**config.mk**
```make
export PLATFORM = sky130hd
export DESIGN_NAME = iot_internal_osc_tuning
export DESIGN_NICKNAME = d
export VERILOG_FILES = /design/src/shared/iot_pkg.sv /design/src/hdl/iot_edge_sync.sv /design/src/hdl/iot_trim_code.sv /design/src/hdl/iot_internal_osc_tuning.sv
export SDC_FILE = /design/constraint.sdc
export NUM_CORES = 1
export LEC_CHECK = 0
export BUFFER_PORTS_ARGS = -buffer_cell sky130_fd_sc_hd__buf_2
export CORE_MARGIN = 5
export CORE_UTILIZATION = 41
export CTS_BUF_LIST = sky130_fd_sc_hd__clkbuf_8 sky130_fd_sc_hd__clkbuf_16
export DETAILED_ROUTE_END_ITERATION = 10
export GPL_TIMING_DRIVEN = 0
export PLACE_DENSITY = 0.83
export RECOVER_POWER = 50
export SKIP_LAST_GASP = 1
export SYNTH_ARGS = -nofsm -noshare
export SYNTH_HDL_FRONTEND = slang
export SYNTH_SLANG_ARGS = --single-unit
```
**constraint.sdc**
```tcl
create_clock -name core_clk -period 1.6 [get_ports core_clk]
set_input_delay 0.48 -clock core_clk [delete_from_list [all_inputs] [get_ports core_clk]]
set_output_delay 0.48 -clock core_clk [all_outputs]
set_load 0.01 [all_outputs]
```
**src/shared/iot_pkg.sv**
```systemverilog
// constants for the internal oscillator tuning block
// assumes a single core clock domain and a plain strobe register port
package iot_pkg;

  // ==========================================================================
  // register map
  localparam int          ADDR_W        = 4;
  localparam int          REG_W         = 8;
  localparam logic [3:0]  TRIM_OFS      = 4'h0;  // tuning register
  localparam logic [3:0]  STAT_OFS      = 4'h1;  // status register, read only

  // ==========================================================================
  // tuning register fields
  localparam int          SRC_BIT       = 7;     // low frequency source select
  localparam int          MULT_BIT      = 6;     // times four multiplier enable
  localparam int          TRIM_MSB      = 5;
  localparam int          TRIM_LSB      = 0;
  localparam int          TRIM_W        = 6;
  localparam logic [7:0]  TRIM_RESET    = 8'h00;

  // ==========================================================================
  // status register fields
  localparam int          STAT_WARN_BIT = 0;     // multiplier source out of range
  localparam int          STAT_SRC_BIT  = 1;     // tick comes from trimmed oscillator
  localparam logic [7:0]  STAT_ZERO     = 8'h00;

  // ==========================================================================
  // trim codes, signed field and offset binary code towards the oscillators
  localparam logic [5:0]  TRIM_MAX      = 6'h1f;
  localparam logic [5:0]  TRIM_MIN      = 6'h20;
  localparam logic [5:0]  TRIM_CALIB    = 6'h00;
  localparam logic [5:0]  CODE_MAX      = 6'h3f;
  localparam logic [5:0]  CODE_MIN      = 6'h00;
  localparam logic [5:0]  CODE_CALIB    = 6'h20;

  // ==========================================================================
  // frequencies
  localparam logic [15:0] MULT_MIN_KHZ  = 16'h0fa0; // 4 MHz
  localparam logic [15:0] MULT_MAX_KHZ  = 16'h3e80; // 16 MHz
  localparam int          MID_FREQ_HZ   = 500000;   // medium oscillator tap
  localparam int          LF_CLK_HZ     = 31250;    // low frequency device clock
  localparam int          MID_DIV       = MID_FREQ_HZ / LF_CLK_HZ;
  localparam int          DIV_W         = 8;

endpackage

```
**src/hdl/iot_edge_sync.sv**
```systemverilog
// two flop synchroniser with rising edge pulse
// assumes asyncIn is a slow oscillator level from outside the core clock
`timescale 1ns/10ps
module iot_edge_sync (
  input  wire logic core_clk,
  input  wire logic rst,
  input  wire logic asyncIn,
  output logic      rise
);
  import iot_pkg::*;

  logic stage1_r;
  logic stage2_r;
  logic prev_r;
  logic stage1_nxt;
  logic stage2_nxt;
  logic prev_nxt;

  // ==========================================================================
  // next values, the first stage feeds only the second
  always_comb begin
    stage1_nxt = asyncIn;
    stage2_nxt = stage1_r;
    prev_nxt   = stage2_r;
  end

  // registers
  always_ff @(posedge core_clk) begin
    if (rst) begin
      stage1_r <= 1'b0;
      stage2_r <= 1'b0;
      prev_r   <= 1'b0;
    end else begin
      stage1_r <= stage1_nxt;
      stage2_r <= stage2_nxt;
      prev_r   <= prev_nxt;
    end
  end

  // one pulse per rising edge of the synchronised level
  assign rise = stage2_r & ~prev_r;

  // ==========================================================================
  // checks
  risePulse_a: assert property (@(posedge core_clk) disable iff (rst)
    rise |=> !rise)
    else $error("edge pulse longer than one cycle");

endmodule

```
**src/hdl/iot_trim_code.sv**
```systemverilog
// maps the signed trim field onto a monotonic offset binary oscillator code
// assumes the oscillator raises its frequency as the code rises
`timescale 1ns/10ps
module iot_trim_code (
  input  wire logic [iot_pkg::TRIM_W-1:0] trim,
  output logic      [iot_pkg::TRIM_W-1:0] code
);
  import iot_pkg::*;

  // ==========================================================================
  // inverting the sign bit turns two's complement into offset binary:
  // most negative to all zeros, zero to mid scale, most positive to all ones
  always_comb begin
    code = {~trim[TRIM_W-1], trim[TRIM_W-2:0]};
  end

endmodule

```
**src/hdl/iot_internal_osc_tuning.sv**
```systemverilog
// internal oscillator tuning and low frequency source selection
// assumes oscillator inputs are free running levels from outside core_clk
// and the primary frequency word comes from logic on core_clk
//
// Strobed register access and the address map were chosen for this implementation.
`timescale 1ns/10ps
module iot_internal_osc_tuning #(
  parameter int MID_DIVIDE = iot_pkg::MID_DIV
) (
  input  wire logic                       core_clk,
  input  wire logic                       rst,
  input  wire logic [iot_pkg::ADDR_W-1:0] regAddr,
  input  wire logic [iot_pkg::REG_W-1:0]  regWdata,
  input  wire logic                       regWrite,
  input  wire logic                       regRead,
  output logic      [iot_pkg::REG_W-1:0]  regRdata,
  input  wire logic                       lowFreqOscIn,
  input  wire logic                       midFreqOscIn,
  input  wire logic [15:0]                primaryFreqKhz,
  output logic                            deviceClkTick,
  output logic                            lowFreqSourceSelect,
  output logic                            freqMultiplierEnable,
  output logic      [iot_pkg::TRIM_W-1:0] freqTrimField,
  output logic      [iot_pkg::TRIM_W-1:0] midFreqTrimCode,
  output logic      [iot_pkg::TRIM_W-1:0] highFreqTrimCode,
  output logic                            trimShiftStart,
  output logic                            multiplierRangeWarn
);
  import iot_pkg::*;

  localparam logic [DIV_W-1:0] DIV_LAST = DIV_W'(MID_DIVIDE - 1);

  // ==========================================================================
  // declarations

  logic [REG_W-1:0]  trimReg_r;
  logic [REG_W-1:0]  trimReg_nxt;
  logic [REG_W-1:0]  rdata_r;
  logic [REG_W-1:0]  rdata_nxt;
  logic              shift_r;
  logic              shift_nxt;
  logic              warn_r;
  logic              warn_nxt;
  logic [TRIM_W-1:0] code_r;
  logic [TRIM_W-1:0] code_nxt;
  logic [DIV_W-1:0]  divCount_r;
  logic [DIV_W-1:0]  divCount_nxt;
  logic              tick_r;
  logic              tick_nxt;
  logic              lowRise;
  logic              midRise;
  logic              midWrap;
  logic              trimWrite;
  logic [REG_W-1:0]  statusWord;

  // ==========================================================================
  // oscillator edge capture

  // low frequency oscillator, reaches the tick path with no trim applied
  iot_edge_sync u_lowSync (
    .core_clk (core_clk),
    .rst      (rst),
    .asyncIn  (lowFreqOscIn),
    .rise     (lowRise)
  );

  // medium frequency oscillator tap, divided down when selected
  iot_edge_sync u_midSync (
    .core_clk (core_clk),
    .rst      (rst),
    .asyncIn  (midFreqOscIn),
    .rise     (midRise)
  );

  // ==========================================================================
  // register port

  // decoded write to the tuning register
  assign trimWrite = regWrite && (regAddr == TRIM_OFS);

  // status word shows what the block is doing right now
  always_comb begin
    statusWord                = STAT_ZERO;
    statusWord[STAT_WARN_BIT] = warn_r;
    statusWord[STAT_SRC_BIT]  = trimReg_r[SRC_BIT];
  end

  // next register contents and read data, zero outside the answer cycle
  always_comb begin
    trimReg_nxt = trimReg_r;
    rdata_nxt   = STAT_ZERO;
    if (trimWrite) begin
      trimReg_nxt = regWdata;
    end
    if (regRead) begin
      case (regAddr)
        TRIM_OFS: rdata_nxt = trimReg_r;
        STAT_OFS: rdata_nxt = statusWord;
        default:  rdata_nxt = STAT_ZERO; // unmapped reads as zero
      endcase
    end
  end

  // register port flops, tuning register clears to zero
  always_ff @(posedge core_clk) begin
    if (rst) begin
      trimReg_r <= TRIM_RESET;
      rdata_r   <= STAT_ZERO;
    end else begin
      trimReg_r <= trimReg_nxt;
      rdata_r   <= rdata_nxt;
    end
  end

  assign regRdata = rdata_r;

  // ==========================================================================
  // field outputs

  // fields drive the source mux, multiplier and trim straight from the flops
  assign lowFreqSourceSelect  = trimReg_r[SRC_BIT];
  assign freqMultiplierEnable = trimReg_r[MULT_BIT];
  assign freqTrimField        = trimReg_r[TRIM_MSB:TRIM_LSB];

  // ==========================================================================
  // trim towards the medium and high oscillators

  // signed field to monotonic analog code
  iot_trim_code u_trimCode (
    .trim (freqTrimField),
    .code (code_nxt)
  );

  // one pulse after each write tells the oscillators to start moving;
  // there is no done indication, software carries on during the shift
  always_comb begin
    shift_nxt = trimWrite;
  end

  // trim code flops, mid scale means factory calibration
  always_ff @(posedge core_clk) begin
    if (rst) begin
      code_r  <= CODE_CALIB;
      shift_r <= 1'b0;
    end else begin
      code_r  <= code_nxt;
      shift_r <= shift_nxt;
    end
  end

  // both trimmed oscillators share one code, the low oscillator gets none
  assign midFreqTrimCode  = code_r;
  assign highFreqTrimCode = code_r;
  assign trimShiftStart   = shift_r;

  // ==========================================================================
  // multiplier source range advice

  // the multiplier follows any primary source; warn outside its design range
  always_comb begin
    warn_nxt = freqMultiplierEnable &&
               ((primaryFreqKhz < MULT_MIN_KHZ) ||
                (primaryFreqKhz > MULT_MAX_KHZ));
  end

  // warning flop
  always_ff @(posedge core_clk) begin
    if (rst) begin
      warn_r <= 1'b0;
    end else begin
      warn_r <= warn_nxt;
    end
  end

  assign multiplierRangeWarn = warn_r;

  // ==========================================================================
  // low frequency device clock

  // divider on the medium tap, wraps once per device clock period
  assign midWrap = midRise && (divCount_r == DIV_LAST);

  // next divider value and tick source selection
  always_comb begin
    divCount_nxt = divCount_r;
    if (midRise) begin
      if (divCount_r == DIV_LAST) begin
        divCount_nxt = '0;
      end else begin
        divCount_nxt = divCount_r + DIV_W'(1);
      end
    end
    if (lowFreqSourceSelect) begin
      tick_nxt = midWrap;
    end else begin
      tick_nxt = lowRise;
    end
  end

  // divider and tick flops
  always_ff @(posedge core_clk) begin
    if (rst) begin
      divCount_r <= '0;
      tick_r     <= 1'b0;
    end else begin
      divCount_r <= divCount_nxt;
      tick_r     <= tick_nxt;
    end
  end

  assign deviceClkTick = tick_r;

  // ==========================================================================
  // checks
  // a synchronous reset clears state while $past still holds pre-reset values,
  // so history based checks skip the first cycle after any reset, except srcLow_a, rdIdle_a and resetZero_a

  fieldMap_a: assert property (@(posedge core_clk) disable iff (rst)
    trimWrite |=> ({lowFreqSourceSelect, freqMultiplierEnable, freqTrimField}
                   == $past(regWdata)))
    else $error("tuning fields do not match written byte");

  readBack_a: assert property (@(posedge core_clk) disable iff (rst)
    (regRead && (regAddr == TRIM_OFS)) |=> (regRdata == $past(trimReg_r)))
    else $error("tuning register read back wrong");

  srcLow_a: assert property (@(posedge core_clk) disable iff (rst)
    deviceClkTick |-> $past(lowFreqSourceSelect ? midWrap : lowRise))
    else $error("device tick from unselected source");

  srcMid_a: assert property (@(posedge core_clk) disable iff (rst)
    (lowFreqSourceSelect && midWrap) |=> deviceClkTick)
    else $error("divided tick missing");

  multOn_a: assert property (@(posedge core_clk) disable iff (rst)
    ($changed(freqMultiplierEnable) && !$past(rst)) |-> $past(trimWrite)
      && (freqMultiplierEnable == $past(regWdata[MULT_BIT])))
    else $error("multiplier enable changed without write");

  rangeWarn_a: assert property (@(posedge core_clk) disable iff (rst)
    !$past(rst) |-> (multiplierRangeWarn == ($past(freqMultiplierEnable) &&
      (($past(primaryFreqKhz) < MULT_MIN_KHZ) ||
       ($past(primaryFreqKhz) > MULT_MAX_KHZ)))))
    else $error("multiplier range warning wrong");

  trimMax_a: assert property (@(posedge core_clk) disable iff (rst)
    (!$past(rst) && ($past(freqTrimField) == TRIM_MAX)) |->
      (highFreqTrimCode == CODE_MAX))
    else $error("max trim not highest code");

  trimMin_a: assert property (@(posedge core_clk) disable iff (rst)
    (!$past(rst) && ($past(freqTrimField) == TRIM_MIN)) |->
      (midFreqTrimCode == CODE_MIN))
    else $error("min trim not lowest code");

  trimCalib_a: assert property (@(posedge core_clk) disable iff (rst)
    (!$past(rst) && ($past(freqTrimField) == TRIM_CALIB)) |->
      (highFreqTrimCode == CODE_CALIB))
    else $error("zero trim not calibrated code");

  resetZero_a: assert property (@(posedge core_clk) disable iff (rst)
    $past(rst) |-> (freqTrimField == TRIM_CALIB) && !freqMultiplierEnable)
    else $error("tuning register not zero after reset");

  lowFree_a: assert property (@(posedge core_clk) disable iff (rst)
    (!lowFreqSourceSelect && lowRise) |=> deviceClkTick)
    else $error("trim change disturbed low oscillator tick");

  shiftStart_a: assert property (@(posedge core_clk) disable iff (rst)
    !$past(rst) |-> (trimShiftStart == $past(trimWrite)))
    else $error("shift start pulse wrong");

  rdIdle_a: assert property (@(posedge core_clk) disable iff (rst)
    !$past(regRead) |-> (regRdata == STAT_ZERO))
    else $error("read data not zero outside answer cycle");

  statusRead_a: assert property (@(posedge core_clk) disable iff (rst)
    (regRead && (regAddr == STAT_OFS)) |=> (regRdata == $past(statusWord)))
    else $error("status read back wrong");

  divWrap_a: assert property (@(posedge core_clk) disable iff (rst)
    midWrap |=> (divCount_r == '0))
    else $error("divider did not wrap");

  // main scenarios
  srcSwitch_c: cover property (@(posedge core_clk) disable iff (rst)
    $rose(lowFreqSourceSelect) ##[1:64] deviceClkTick);
  trimTop_c: cover property (@(posedge core_clk) disable iff (rst)
    highFreqTrimCode == CODE_MAX);
  warnOn_c: cover property (@(posedge core_clk) disable iff (rst)
    $rose(multiplierRangeWarn));
  readTrim_c: cover property (@(posedge core_clk) disable iff (rst)
    trimWrite ##1 (regRead && (regAddr == TRIM_OFS)));
  lowTick_c: cover property (@(posedge core_clk) disable iff (rst)
    !lowFreqSourceSelect && deviceClkTick);

endmodule

```
* Word-level counts from Yosys, hierarchy flattened *
Cells that the tools add are included.
W data, S select, Z words.

storage, ports and cells
  logic and storage cells = 33
  register bits after elaboration = 39
  output and inout bits = 31
  bits of input ports = 34

operators by class
  $add $sub $neg = 1
  $lt $le $gt $ge = 2
  reductions and logical operators = 6
  equality and inequality tests = 2
  bitwise logic cells = 6
  mux-type cells = 3

operators with widths
  operator                count
  $gt A16 B14 Y1 const B  1
  $lt A16 B12 Y1 const B  1
  $pmux W8 S2             1
  $add A8 B1 Y8 const B   1
  $eq A8 B4 Y1 const B    1
  $mux W8                 1
  $eq A4 B1 Y1 const B    1
  $logic_not A4 Y1        1
  $not A1 Y1              4
  $logic_and A1 B1 Y1     3
  $and A1 B1 Y1           2
  $reduce_or A2 Y1        1
  $logic_or A1 B1 Y1      1
  $mux W1                 1

* Longest topological paths before layout *
Gate-level depths: netlist of the first run.

  word-level depth = 4
  mapped depth = 5
  depth with buffers taken out = 5

* By module *
A second synthesis of the first run with hierarchy kept.

second synthesis, totals
  cell total of the unflattened synthesis = 144
  area, all modules = 1443.9 um^2

by module, submodules not included
  module                   area each (um^2)  times used  cells each  seq. area each (um^2)
  iot_internal_osc_tuning  1227.4            1           124         660.6
  iot_edge_sync            87.6              2           7           60.1
  iot_trim_code            41.3              1           6           0.0

* Least setup slack after synthesis of the first run *
Ideal clock, no wire load.

  kind = input-to-reg
  from = input port primaryFreqKhz[6]
  to = register warn_r, in the netlist multiplierRangeWarn
  required time = 1.478 ns
  setup slack = -0.051 ns
  buffers on the path = 0
  cell stages on the path = 4
  setup time = 0.122 ns
  arrival = 1.530 ns
  cells stage by stage = or4_4 > nor4_2 > nor3_1 > o311a_1

on the way
  word-level cells in the longest chain between the ends = 3
  elaborated cells on any way between the ends = 4

ends and longest elaborated chain
  what                                                     RTL line                                                        text
  from (decl)                                              iot_internal_osc_tuning.sv:19                                   input wire logic [15:0] primaryFreqKhz,
  $lt A16 B12 Y1 / $gt A16 B14 Y1 (equally long branches)  iot_internal_osc_tuning.sv:162, iot_internal_osc_tuning.sv:163
  $logic_or A1 B1 Y1 (*)                                   iot_internal_osc_tuning.sv:162                                  ((primaryFreqKhz < MULT_MIN_KHZ) ||
  $logic_and A1 B1 Y1 (*)                                  iot_internal_osc_tuning.sv:161                                  warn_nxt = freqMultiplierEnable &&
  to (signal assigned)                                     iot_internal_osc_tuning.sv:171                                  warn_r <= warn_nxt;
  to (decl)                                                iot_internal_osc_tuning.sv:42                                   logic warn_r;

Every way passes the cells marked *; elsewhere a longest branch is shown, timed or not.
A chain may end at the register's enable or synchronous reset.

* Worst setup path in the final report of the first run *
Ends and elaborated chain as after synthesis.

==> results.rst, run 1 <==
.. list-table::
   :header-rows: 1

   * - Metric
     - Value
   * - Run status
     - finished, final reports clean
   * - # Post-CTS Setup Buffers
     - 0
   * - Area of all sequential standard cells
     - 781 sq um
   * - Setup repair after global routing missed its margin
     - false
   * - Top-count cell post-synth
     - sky130_fd_sc_hd__dfxtp_1
   * - Post-route fraction of the period consumed by the critical path
     - 97.0%
   * - Die outline area
     - 0.00480 sq mm
   * - First-pass DRT Iterations
     - 4
   * - Avg Synthesized Cell Area
     - 9.87 sq um
   * - Final nets
     - 252
   * - Routed wire length per instance
     - 11.3 um
   * - Worst-case setup margin in the final layout
     - 47.5 ps
   * - Final critical delay including setup and external delays
     - 1550 ps
   * - Number of global-route vias before repair
     - 1,138
   * - Worst-path clk slew
     - 70 ps
   * - Max Root-Sink Buffers
     - 2
   * - Initial antenna violation count
     - 0
   * - Grt met3 use
     - 4.20%
   * - Global Route met1 Usage
     - 13.6%
   * - Share of total power in the clock network
     - 42.1%
   * - DIE WIDTH
     - 69.3 um
   * - Total nets after synthesis
     - 181
   * - Critical Path Source Type
     - input port
   * - Share of the synthesized area in the top cell type
     - 54.2%
   * - Post-route DRC
     - 0
   * - Number of failing hold endpoints at the final stage
     - 0
   * - Total cell area at the placement stage
     - 0.00182 sq mm
   * - Drt total wl
     - 2980 um
   * - Fin. max-slew vios
     - 0
   * - Layout cell share with drive strength beyond 1
     - 32.1%
   * - Iteration-0 DRC count of the detailed router
     - 42
   * - Endpoint type of the worst setup path
     - register
   * - Switching power share of the total
     - 20.4%
   * - Placement-stage worst setup slack
     - -261 ps
   * - GRT Overall Usage
     - 12.4%
   * - Number of flip-flops and latches in the synthesized netlist
     - 39
   * - First-pass GRT wire length
     - 4860 um
   * - Number of buffers added by the clock tree synthesis step
     - 5
   * - Layout-stage area growth over the synthesis result
     - 32.6%
   * - Hold slack final
     - 399 ps
   * - Setup Viol. Count Final
     - 0
   * - Number of vias after detailed routing
     - 1,202
   * - Cell-by-cell trace of the critical path
     - buf_2, or4_4, nor4_2, nor3_1, o311a_1
   * - GRT Residual Overflow
     - 0
   * - DP Wirelength
     - 2380 um
   * - Min-delay worst type
     - input port to register
   * - Pin count of the biggest net entering global routing
     - 14
   * - Switching Power
     - 383 uW
   * - Final Util
     - 56.8%
   * - Most instantiated flip-flop cell in the synthesis netlist
     - sky130_fd_sc_hd__dfxtp_1
   * - Post-synthesis cell type with the largest combined area
     - sky130_fd_sc_hd__dfxtp_1
   * - Fill cell instance count of the final layout
     - 323
   * - Average vias per placed instance
     - 4.55
   * - Number of placed cells counting well taps
     - 256
   * - Number of antenna-violating nets in the routed design
     - 0
   * - Worst skew pair latency
     - 290 ps
   * - Biggest cell delay along the critical path
     - 520 ps
   * - Clock net sink count
     - 39
   * - Number of warnings issued by yosys
     - 0
   * - Height of the die
     - 69.3 um
   * - Async SR Flop Fraction
     - 0%
   * - Number of buffers inserted for hold repair after clock tree synthesis
     - 0
   * - Number of cells in the finished layout apart from fillers
     - 264
   * - GR Layer Usage met2
     - 21.6%
   * - Setup_tns
     - 0 ps
   * - Standard-cell row count
     - 21
   * - Peak-usage layer in the global routing report
     - met2
   * - Synthesized area
     - 0.00144 sq mm
   * - Cells after synthesis
     - 146
   * - Peak fanout along the critical path
     - 2
   * - Summed area of non-filler cells in the final layout
     - 0.00191 sq mm
   * - Weighted congestion at the end of routability-driven global placement
     - 0.729
   * - Relative slew slack
     - 66.5%
   * - Transition time at the pin with the least slew margin
     - 502 ps
   * - Most area-consuming cells after synthesis
     - sky130_fd_sc_hd__dfxtp_1 (54%), sky130_fd_sc_hd__mux2i_1 (7.6%), sky130_fd_sc_hd__nor2_1 (6.0%)
   * - Power Density
     - 986 mW/mm^2
   * - Logic pwr share
     - 5.4%
   * - Int Power
     - 1.50 mW
   * - Clock tree root driver cell
     - sky130_fd_sc_hd__clkbuf_8
   * - Reported max-cap violation count
     - 0
   * - Part of the Yosys area used for sequential elements
     - 54.2%
   * - Data arrival time of the critical path
     - 1720 ps
   * - Post-Route Skew
     - 7.13 ps
   * - # port buffers
     - 64
   * - Required time of the critical path
     - 1770 ps
   * - Count of flip-flops with a built-in enable after synthesis
     - 0
   * - Cts repair resizes
     - 0
   * - Depth of the worst register-to-register path
     - 4
   * - Crit path kind
     - input port to register
   * - Count of antenna diodes in the layout
     - 0
   * - Crit-path slowest cell
     - sky130_fd_sc_hd__or4_4
   * - Fmax
     - 0.644 GHz
   * - Number of distinct standard cells referenced by the synthesized netlist
     - 27
   * - Commonest cells post-synth
     - sky130_fd_sc_hd__dfxtp_1 (39), sky130_fd_sc_hd__nor2_1 (23), sky130_fd_sc_hd__nor2b_1 (12), sky130_fd_sc_hd__buf_4 (11), sky130_fd_sc_hd__mux2i_1 (11)
   * - I/O pin count
     - 65
   * - Area taken by multi-input logic gates
     - 558 sq um
   * - TritonCTS clock tree
     - built
   * - WHS Path Cells
     - 2
   * - Worst IR drop on VDD
     - 579 uV
   * - Initial cell density of the core
     - 42.9%
   * - Sequential share of power
     - 52.5%
   * - Leakage power
     - 0.893 nW
   * - Level count of the clock H-tree
     - 2
   * - Total power consumption of the routed design
     - 1.88 mW
   * - CORE AREA
     - 0.00336 sq mm
final timing paths:
check	start	slack [ps]	end
worst min register to register	trimReg_r[5]$_SDFFE_PP0P_	420	highFreqTrimCode[5]$_SDFF_PP1_
worst max register to register	divCount_r[4]$_SDFFE_PP0P_	170	divCount_r[0]$_SDFFE_PP0P_
worst max-delay path	primaryFreqKhz[6]	50	multiplierRangeWarn$_SDFF_PP0_
worst min-delay path	midFreqOscIn	400	u_midSync.stage1_r$_SDFF_PP0_
layout make-up:
type | instances | area share [%]
clock inverters | 3 | 2.29
multi-input cells | 91 | 29.2
clock buffers | 5 | 3.60
plain buffers | 14 | 4.98
repair buffers | 64 | 15.7
flip-flops and latches | 39 | 40.9
well taps | 46 | 3.01
inverters | 2 | 0.393
worst max-delay path: cells and delay by family:
family	cells	cell delay, ps
simple gates	3	770
buf+inv	1	100
compound gates	1	370
kinds of logic after synthesis:
logic type      Yosys count  share of synthesized area [%]
simple gates             67                           24.1
flops                    39                           54.2
buf+inv                  16                           7.12
mux                      11                           7.64
compound gates            6                           2.43
xor+xnor                  6                           3.65
fa+ha+maj                 1                          0.868
flip-flops by register name, indices dropped and copies added (netlist names):
register / cells
trimReg_r: 8
u_midSync.stage1_r: 1
divCount_r: 8
u_lowSync.stage1_r: 1
u_midSync.prev_nxt: 1
multiplierRangeWarn: 1
u_lowSync.prev_nxt: 1
highFreqTrimCode: 6
deviceClkTick: 1
trimShiftStart: 1
u_lowSync.prev_r: 1
u_midSync.prev_r: 1
regRdata: 8
power groups by stage:
stage | registers (mW) | clock network, mW | logic, mW
floorplan | 1.01 | 0 | 0.0420
global placement | 1.01 | 0 | 0.100
detailed placement | 1.01 | 0 | 0.103
CTS | 0.990 | 0.813 | 0.104
global route | 0.991 | 0.850 | 0.114
finish | 0.990 | 0.793 | 0.101
layout by cell type (no fill, tap or decap):
| cell type | Yosys | routed |
|---|---|---|
| sky130_fd_sc_hd__a21oi_1 | 2 | 2 |
| sky130_fd_sc_hd__and2_1 | 5 | 5 |
| sky130_fd_sc_hd__buf_2 | 1 | 48 |
| sky130_fd_sc_hd__buf_4 | 11 | 11 |
| sky130_fd_sc_hd__bufinv_16 | 0 | 1 |
| sky130_fd_sc_hd__clkbuf_1 | 2 | 19 |
| sky130_fd_sc_hd__clkbuf_8 | 0 | 5 |
| sky130_fd_sc_hd__clkinv_2 | 0 | 1 |
| sky130_fd_sc_hd__clkinv_4 | 0 | 1 |
| sky130_fd_sc_hd__dfxtp_1 | 39 | 39 |
| sky130_fd_sc_hd__ha_1 | 1 | 1 |
| sky130_fd_sc_hd__inv_1 | 2 | 2 |
| sky130_fd_sc_hd__mux2i_1 | 11 | 11 |
| sky130_fd_sc_hd__nand2_1 | 8 | 8 |
| sky130_fd_sc_hd__nand3_1 | 1 | 1 |
| sky130_fd_sc_hd__nand3b_1 | 2 | 2 |
| sky130_fd_sc_hd__nand4_1 | 2 | 2 |
| sky130_fd_sc_hd__nor2_1 | 23 | 23 |
| sky130_fd_sc_hd__nor2b_1 | 12 | 12 |
| sky130_fd_sc_hd__nor3_1 | 7 | 7 |
| sky130_fd_sc_hd__nor3b_1 | 1 | 1 |
| sky130_fd_sc_hd__nor4_1 | 1 | 1 |
| sky130_fd_sc_hd__nor4_2 | 1 | 1 |
| sky130_fd_sc_hd__o21ai_0 | 3 | 3 |
| sky130_fd_sc_hd__o311a_1 | 1 | 1 |
| sky130_fd_sc_hd__or2_2 | 1 | 1 |
| sky130_fd_sc_hd__or3_1 | 1 | 1 |
| sky130_fd_sc_hd__or4_1 | 1 | 1 |
| sky130_fd_sc_hd__or4_4 | 1 | 1 |
| sky130_fd_sc_hd__xnor2_1 | 5 | 5 |
| sky130_fd_sc_hd__xor2_1 | 1 | 1 |
per-layer routing:
| layer | routed length (um) | part of all wire (%) | up-vias |
|---|---|---|---|
| met4 | 55 | 1.8 | 0 |
| met3 | 192 | 6.4 | 6 |
| met1 | 1250 | 42 | 549 |
| li1 | - | - | 613 |
| met5 | 0 | 0 | - |
| met2 | 1480 | 50 | 34 |
Power figures use the tool's default switching activity.
==> inputs of run 2 (changes only) <==
--- a/config.mk
+++ b/config.mk
@@ -6,6 +6,7 @@
 export NUM_CORES = 1
 export LEC_CHECK = 0
 export BUFFER_PORTS_ARGS = -buffer_cell sky130_fd_sc_hd__buf_2
+export CORE_ASPECT_RATIO = 0.75
 export CORE_MARGIN = 5
 export CORE_UTILIZATION = 41
 export CTS_BUF_LIST = sky130_fd_sc_hd__clkbuf_8 sky130_fd_sc_hd__clkbuf_16
==> results.rst, run 2 (synthesis gave the netlist of run 1 again) <==
.. list-table::
   :header-rows: 1

   * - Metric
     - Value
   * - Run status
     - finished, final reports clean
   * - Standard-cell row count
     - 18 (-14%)
   * - Summed area of non-filler cells in the final layout
     - 0.00187 sq mm (-2.3%)
   * - Clock tree root driver cell
     - sky130_fd_sc_hd__clkbuf_8
   * - Final critical delay including setup and external delays
     - 1520 ps (-28.6 ps)
   * - Setup Viol. Count Final
     - 0 (unchanged)
   * - Peak fanout along the critical path
     - 2 (unchanged)
   * - Final nets
     - 252 (unchanged)
   * - Fill cell instance count of the final layout
     - 301 (-6.8%)
   * - TritonCTS clock tree
     - built
   * - Data arrival time of the critical path
     - 1700 ps (-20 ps)
   * - First-pass GRT wire length
     - 4930 um (+1.6%)
   * - Count of antenna diodes in the layout
     - 0 (unchanged)
   * - GRT Residual Overflow
     - 0 (unchanged)
   * - Post-route DRC
     - 0 (unchanged)
   * - Transition time at the pin with the least slew margin
     - 505 ps (+2.16 ps)
   * - First-pass DRT Iterations
     - 4 (unchanged)
   * - Die outline area
     - 0.00481 sq mm (+0.27%)
   * - DIE WIDTH
     - 78.5 um (+13%)
   * - Number of vias after detailed routing
     - 1,160 (-3.5%)
   * - Reported max-cap violation count
     - 0 (unchanged)
   * - Layout cell share with drive strength beyond 1
     - 32.4% (+0.30 points)
   * - Hold slack final
     - 397 ps (-1.91 ps)
   * - Peak-usage layer in the global routing report
     - met2
   * - Weighted congestion at the end of routability-driven global placement
     - 0.738 (+1.2%)
   * - Worst skew pair latency
     - 280 ps (about the same)
   * - Fin. max-slew vios
     - 0 (unchanged)
   * - Number of antenna-violating nets in the routed design
     - 0 (unchanged)
   * - Setup repair after global routing missed its margin
     - false
   * - Total power consumption of the routed design
     - 1.67 mW (-11%)
   * - Number of buffers added by the clock tree synthesis step
     - 5 (unchanged)
   * - Initial antenna violation count
     - 0 (unchanged)
   * - Total cell area at the placement stage
     - 0.00181 sq mm (-0.41%)
   * - Worst IR drop on VDD
     - 430 uV (-26%)
   * - Min-delay worst type
     - input port to register
   * - Critical Path Source Type
     - input port
   * - Crit-path slowest cell
     - sky130_fd_sc_hd__or4_4
   * - Worst-path clk slew
     - 70 ps (about the same)
   * - Fmax
     - 0.656 GHz (+1.9%)
   * - GR Layer Usage met2
     - 22.4% (+0.83 points)
   * - CP top delay family
     - simple AND/OR/NAND/NOR gates
   * - I/O pin count
     - 65 (unchanged)
   * - Relative slew slack
     - 66.4% (-0.14 points)
   * - Number of failing hold endpoints at the final stage
     - 0 (unchanged)
   * - Average vias per placed instance
     - 4.53 (-0.48%)
   * - Initial cell density of the core
     - 43.2% (+0.39 points)
   * - Routed wire length per instance
     - 11.7 um (+3.4%)
   * - Cts repair resizes
     - 0 (unchanged)
   * - Layout-stage area growth over the synthesis result
     - 29.5%
   * - Post-route fraction of the period consumed by the critical path
     - 95.2% (-1.8 points)
   * - Required time of the critical path
     - 1770 ps (about the same)
   * - Crit path kind
     - input port to register
   * - Level count of the clock H-tree
     - 2 (unchanged)
   * - Max Root-Sink Buffers
     - 2 (unchanged)
   * - Number of buffers inserted for hold repair after clock tree synthesis
     - 0 (unchanged)
   * - Post-Route Skew
     - 4.04 ps (-3.08 ps)
   * - CP Buf/Inv Count
     - 1 (unchanged)
   * - Endpoint type of the worst setup path
     - register
   * - Drt total wl
     - 2990 um (+0.27%)
   * - Clock net sink count
     - 39 (unchanged)
   * - Biggest cell delay along the critical path
     - 520 ps (about the same)
   * - Iteration-0 DRC count of the detailed router
     - 29 (-31%)
   * - Global Route met1 Usage
     - 16.1% (+2.5 points)
   * - DP Wirelength
     - 2380 um (about the same)
   * - Highest-count cells in the layout ignoring fill and taps
     - sky130_fd_sc_hd__buf_2 (50), sky130_fd_sc_hd__dfxtp_1 (39), sky130_fd_sc_hd__nor2_1 (23)
   * - CORE AREA
     - 0.00333 sq mm (-0.89%)
   * - Number of global-route vias before repair
     - 1,142 (+0.35%)
   * - Pin count of the biggest net entering global routing
     - 11 (-3)
   * - Cell-by-cell trace of the critical path
     - buf_2, or4_4, nor4_2, nor3_1, o311a_1
   * - Most common library cell in the layout ignoring fill and taps
     - sky130_fd_sc_hd__buf_2
   * - Height of the die
     - 61.4 um (-11%)
   * - # port buffers
     - 64 (unchanged)
   * - Grt met3 use
     - 6.29% (+2.1 points)
   * - GRT Overall Usage
     - 13.7% (+1.3 points)
   * - # Post-CTS Setup Buffers
     - 0 (unchanged)
   * - Power Density
     - 896 mW/mm^2 (-9.2%)
   * - Leakage power
     - 0.888 nW (-0.63%)
run 2: changes by cell type in the layout (fill, tap and decap cells not counted), sizes merged:
cell,delta
buf,+2
bufinv,-1
clkbuf,-2
clkinv,-2
inv,+1
run 2: final timing paths:
kind | start | to | slack (ps) | cells past startpoint
max | primaryFreqKhz[6] | multiplierRangeWarn$_SDFF_PP0_ | 80 | 5
min | lowFreqOscIn | u_lowSync.stage1_r$_SDFF_PP0_ | 400 | 2
max reg2reg | divCount_r[4]$_SDFFE_PP0P_ | divCount_r[0]$_SDFFE_PP0P_ | 150 | 4
min reg2reg | trimReg_r[5]$_SDFFE_PP0P_ | highFreqTrimCode[5]$_SDFF_PP1_ | 430 | 1
run 2: routing by layer:
layer / share of wire, % / routed length, um
met2: 44 / 1300
met4: 1.4 / 42
met3: 10 / 304
met1: 45 / 1340
met5: 0 / 0
run 2: where the power goes:
part | switching, mW | internal (mW)
sequential | 0.00733 | 0.984
clock | 0.294 | 0.283
combinational | 0.0491 | 0.0540
total | 0.351 | 1.32
run 2: stage by stage:
stage	TNS, ps	utilization [%]	worst slack, ps	std cells
after floorplan	-42.1	-	-42.1	146
after global placement	-208	54.4	-208	250
after detailed placement	-239	54.4	-239	250
after CTS	0	56.5	66.9	256
after global routing	0	56.0	21.2	256
final	0	56.0	76.1	256
run 2: final cells by class:
class	instances	area [sq um]	area share (%)
clock buffers	5	68.8	3.69
repair buffers	64	303	16.2
multi-input cells	91	558	29.9
inverters	2	7.51	0.402
flip-flops and latches	39	781	41.8
clock inverters	1	3.75	0.201
well taps	40	50.0	2.68
plain buffers	14	95.1	5.09
run 2: worst register-to-register path, stage by stage (launching register included):
cell,delay [ps]
sky130_fd_sc_hd__dfxtp_1,340
sky130_fd_sc_hd__or4_1,510
sky130_fd_sc_hd__nor3_1,220
sky130_fd_sc_hd__or2_2,220
sky130_fd_sc_hd__nor2_1,60
==> inputs of run 3 (changes only) <==
--- a/config.mk
+++ b/config.mk
@@ -5,10 +5,11 @@
 export SDC_FILE = /design/constraint.sdc
 export NUM_CORES = 1
 export LEC_CHECK = 0
+export ABC_AREA = 1
 export BUFFER_PORTS_ARGS = -buffer_cell sky130_fd_sc_hd__buf_2
 export CORE_ASPECT_RATIO = 0.75
 export CORE_MARGIN = 5
-export CORE_UTILIZATION = 41
+export CORE_UTILIZATION = 42
 export CTS_BUF_LIST = sky130_fd_sc_hd__clkbuf_8 sky130_fd_sc_hd__clkbuf_16
 export DETAILED_ROUTE_END_ITERATION = 10
 export GPL_TIMING_DRIVEN = 0
==> results.rst, run 3 <==
.. list-table::
   :header-rows: 1

   * - Metric
     - Value
   * - Worst-path clk slew
     - 70 ps (about the same)
   * - GRT Residual Overflow
     - 0 (unchanged)
   * - Cells after synthesis
     - 202 (+38%)
   * - Routed wire length per instance
     - 9.76 um (-16%)
   * - Final critical delay including setup and external delays
     - 1410 ps (-110 ps)
   * - Worst skew pair latency
     - 290 ps (about the same)
   * - Part of the Yosys area used for sequential elements
     - 50.6% (-3.6 points)
   * - Total power consumption of the routed design
     - 2.06 mW (+23%)
   * - Iteration-0 DRC count of the detailed router
     - 76 (+160%)
   * - First-pass GRT wire length
     - 5230 um (+6.0%)
   * - Share of the synthesized area in the top cell type
     - 50.6% (-3.6 points)
   * - Fill cell instance count of the final layout
     - 362 (+20%)
   * - Leakage power
     - 1.06 nW (+19%)
   * - Fin. max-slew vios
     - 0 (unchanged)
   * - Run status
     - finished, final reports clean
   * - Number of global-route vias before repair
     - 1,271 (+11%)
   * - Avg Synthesized Cell Area
     - 7.64 sq um (-23%)
   * - Transition time at the pin with the least slew margin
     - 446 ps (-58.9 ps)
   * - First-pass DRT Iterations
     - 4 (unchanged)
   * - Initial cell density of the core
     - 42.7% (-0.51 points)
   * - Top-count cell post-synth
     - sky130_fd_sc_hd__nor2_1
   * - Clock tree root driver cell
     - sky130_fd_sc_hd__clkbuf_8
   * - Async SR Flop Fraction
     - 0% (unchanged)
   * - Peak fanout along the critical path
     - 5 (+3)
   * - Setup_tns
     - 0 ps (unchanged)
   * - Worst IR drop on VDD
     - 466 uV (+8.5%)
   * - Endpoint type of the worst setup path
     - register
   * - Standard-cell row count
     - 19 (+1)
   * - Post-synthesis cell type with the largest combined area
     - sky130_fd_sc_hd__dfxtp_1
   * - Height of the die
     - 62.5 um (+1.9%)
   * - Pin count of the biggest net entering global routing
     - 13 (+2)
   * - Post-route DRC
     - 0 (unchanged)
   * - Number of vias after detailed routing
     - 1,394 (+20%)
   * - Number of buffers added by the clock tree synthesis step
     - 5 (unchanged)
   * - Post-Route Skew
     - 6.50 ps (+2.45 ps)
   * - # port buffers
     - 63 (-1.6%)
   * - Number of flip-flops and latches in the synthesized netlist
     - 39 (unchanged)
   * - Setup repair after global routing missed its margin
     - false
   * - Die outline area
     - 0.00500 sq mm (+3.9%)
   * - Synthesized area
     - 0.00154 sq mm (+7.1%)
   * - DP Wirelength
     - 2480 um (+4.4%)
   * - Data arrival time of the critical path
     - 1600 ps (-100 ps)
   * - Number of antenna-violating nets in the routed design
     - 0 (unchanged)
   * - Average vias per placed instance
     - 4.29 (-5.3%)
   * - Required time of the critical path
     - 1790 ps (+20 ps)
   * - Number of buffers inserted for hold repair after clock tree synthesis
     - 0 (unchanged)
   * - Setup Viol. Count Final
     - 0 (unchanged)
   * - Total nets after synthesis
     - 237 (+31%)
   * - Power Density
     - 1000 mW/mm^2 (+12%)
   * - Area taken by multi-input logic gates
     - 539 sq um (-3.4%)
   * - Weighted congestion at the end of routability-driven global placement
     - 0.839 (+14%)
   * - Area of all sequential standard cells
     - 781 sq um (unchanged)
   * - Most instantiated flip-flop cell in the synthesis netlist
     - sky130_fd_sc_hd__dfxtp_1
   * - Count of flip-flops with a built-in enable after synthesis
     - 0 (unchanged)
   * - Number of warnings issued by yosys
     - 0 (unchanged)
   * - Level count of the clock H-tree
     - 2 (unchanged)
   * - Fmax
     - 0.707 GHz (+7.8%)
   * - Cts repair resizes
     - 0 (unchanged)
   * - Drt total wl
     - 3170 um (+6.2%)
   * - Post-route fraction of the period consumed by the critical path
     - 88.4% (-6.9 points)
   * - Commonest cells post-synth
     - sky130_fd_sc_hd__nor2_1 (53), sky130_fd_sc_hd__dfxtp_1 (39), sky130_fd_sc_hd__inv_1 (32), sky130_fd_sc_hd__nand2_1 (25), sky130_fd_sc_hd__buf_4 (11)
   * - Min-delay worst type
     - input port to register
   * - Count of antenna diodes in the layout
     - 0 (unchanged)
   * - Final nets
     - 307 (+22%)
   * - Highest-count cells in the layout ignoring fill and taps
     - sky130_fd_sc_hd__buf_2 (59), sky130_fd_sc_hd__nor2_1 (53), sky130_fd_sc_hd__dfxtp_1 (39)
   * - CORE AREA
     - 0.00361 sq mm (+8.4%)
   * - Initial antenna violation count
     - 0 (unchanged)
   * - DIE WIDTH
     - 80.0 um (+2.0%)
   * - # Post-CTS Setup Buffers
     - 0 (unchanged)
   * - Critical Path Source Type
     - register
   * - Crit path kind
     - register to register
   * - Max Root-Sink Buffers
     - 2 (unchanged)
   * - Most common library cell in the layout ignoring fill and taps
     - sky130_fd_sc_hd__buf_2
   * - GRT Overall Usage
     - 13.3% (-0.39 points)
   * - Layout-stage area growth over the synthesis result
     - 32.7%
   * - I/O pin count
     - 65 (unchanged)
   * - Most area-consuming cells after synthesis
     - sky130_fd_sc_hd__dfxtp_1 (51%), sky130_fd_sc_hd__nor2_1 (13%), sky130_fd_sc_hd__inv_1 (7.8%)
   * - TritonCTS clock tree
     - built
   * - Number of distinct standard cells referenced by the synthesized netlist
     - 24 (-11%)
   * - Number of failing hold endpoints at the final stage
     - 0 (unchanged)
   * - Relative slew slack
     - 70.3% (+3.9 points)
   * - Clock net sink count
     - 39 (unchanged)
   * - Layout cell share with drive strength beyond 1
     - 30.4% (-2.0 points)
   * - Reported max-cap violation count
     - 0 (unchanged)
==> run 3: changes by cell type after synthesis, moves of 3 or more <==
cell	change
sky130_fd_sc_hd__a21oi_1	+5
sky130_fd_sc_hd__nand2_1	+17
sky130_fd_sc_hd__inv_1	+30
sky130_fd_sc_hd__xnor2_1	-4
sky130_fd_sc_hd__inv_2	+3
sky130_fd_sc_hd__nor2b_1	-12
sky130_fd_sc_hd__nor2_1	+30
sky130_fd_sc_hd__mux2i_1	-11
sky130_fd_sc_hd__nand3_1	+5
sky130_fd_sc_hd__nor3_1	-4
sky130_fd_sc_hd__and2_1	-4
==> run 3: cells by family after synthesis <==
| kind of cell | Yosys count | synth area share [%] |
|---|---|---|
| adder cells (fa/ha/maj) | 1 | 0.810 |
| flip-flops | 39 | 50.6 |
| buffers and inverters | 48 | 14.5 |
| AO/OA/AOI/OAI | 13 | 4.38 |
| XOR/XNOR | 3 | 1.70 |
| AND/OR/NAND/NOR | 98 | 28.0 |
==> run 3: power breakdown <==
| group | total (mW) | switching [mW] | internal, mW |
|---|---|---|---|
| Sequential | 0.996 | 0.00911 | 0.987 |
| Combinational | 0.125 | 0.0651 | 0.0604 |
| Clock | 0.937 | 0.320 | 0.617 |
| Total | 2.06 | 0.395 | 1.66 |
==> run 3: final timing paths <==
| path | from | endpoint | cells after the start | slack [ps] |
|---|---|---|---|---|
| max | divCount_r[0]$_SDFFE_PP0P_ | divCount_r[7]$_SDFFE_PP0P_ | 8 | 190 |
| min reg2reg | u_midSync.stage1_r$_SDFF_PP0_ | u_midSync.prev_nxt$_SDFF_PP0_ | 2 | 400 |
| min | midFreqOscIn | u_midSync.stage1_r$_SDFF_PP0_ | 3 | 390 |
| max reg2reg | divCount_r[0]$_SDFFE_PP0P_ | divCount_r[7]$_SDFFE_PP0P_ | 8 | 190 |
==> run 3: area by class of cell <==
| type | instances | share of cell area (%) |
|---|---|---|
| plain buffers | 13 | 4.40 |
| clock buffers | 5 | 3.36 |
| multi-input cells | 115 | 26.3 |
| clock inverters | 3 | 3.11 |
| repair buffers | 63 | 15.1 |
| flip-flops and latches | 39 | 38.1 |
| inverters | 35 | 6.41 |
| well taps | 52 | 3.17 |
==> run 3: metrics by stage <==
step / instances / setup WS [ps] / hold slack, ps / utilization [%] / area, sq um
final: 325 / 186 / 395 / 56.7 / 2050
after CTS: 325 / 192 / 389 / 56.9 / 2060
after detailed placement: 317 / 80.1 / 392 / 53.3 / 1920
after global placement: 317 / 120 / 390 / 53.3 / 1920
after floorplan: 202 / 362 / 388 / - / 1540
after global routing: 325 / 20.0 / 388 / 56.7 / 2050
==> run 3: worst max-delay path: stages, from the launching register on <==
cell and delay [ps]:
sky130_fd_sc_hd__dfxtp_1 420, sky130_fd_sc_hd__ha_1 190, sky130_fd_sc_hd__nand2_1 80, sky130_fd_sc_hd__nor2_2 150, sky130_fd_sc_hd__nand4_1 130, sky130_fd_sc_hd__nand2_1 180
sky130_fd_sc_hd__inv_1 60, sky130_fd_sc_hd__nand2_1 60, sky130_fd_sc_hd__nor2_1 30
==> run 3: per-layer routing <==
| metal | routed length [um] | GRT usage [%] | share of wire, % |
|---|---|---|---|
| met5 | 0 | 0 | 0 |
| met4 | 46 | 5.06 | 1.5 |
| met3 | 378 | 5.91 | 12 |
| met2 | 1430 | 21.6 | 45 |
| met1 | 1320 | 15.3 | 42 |
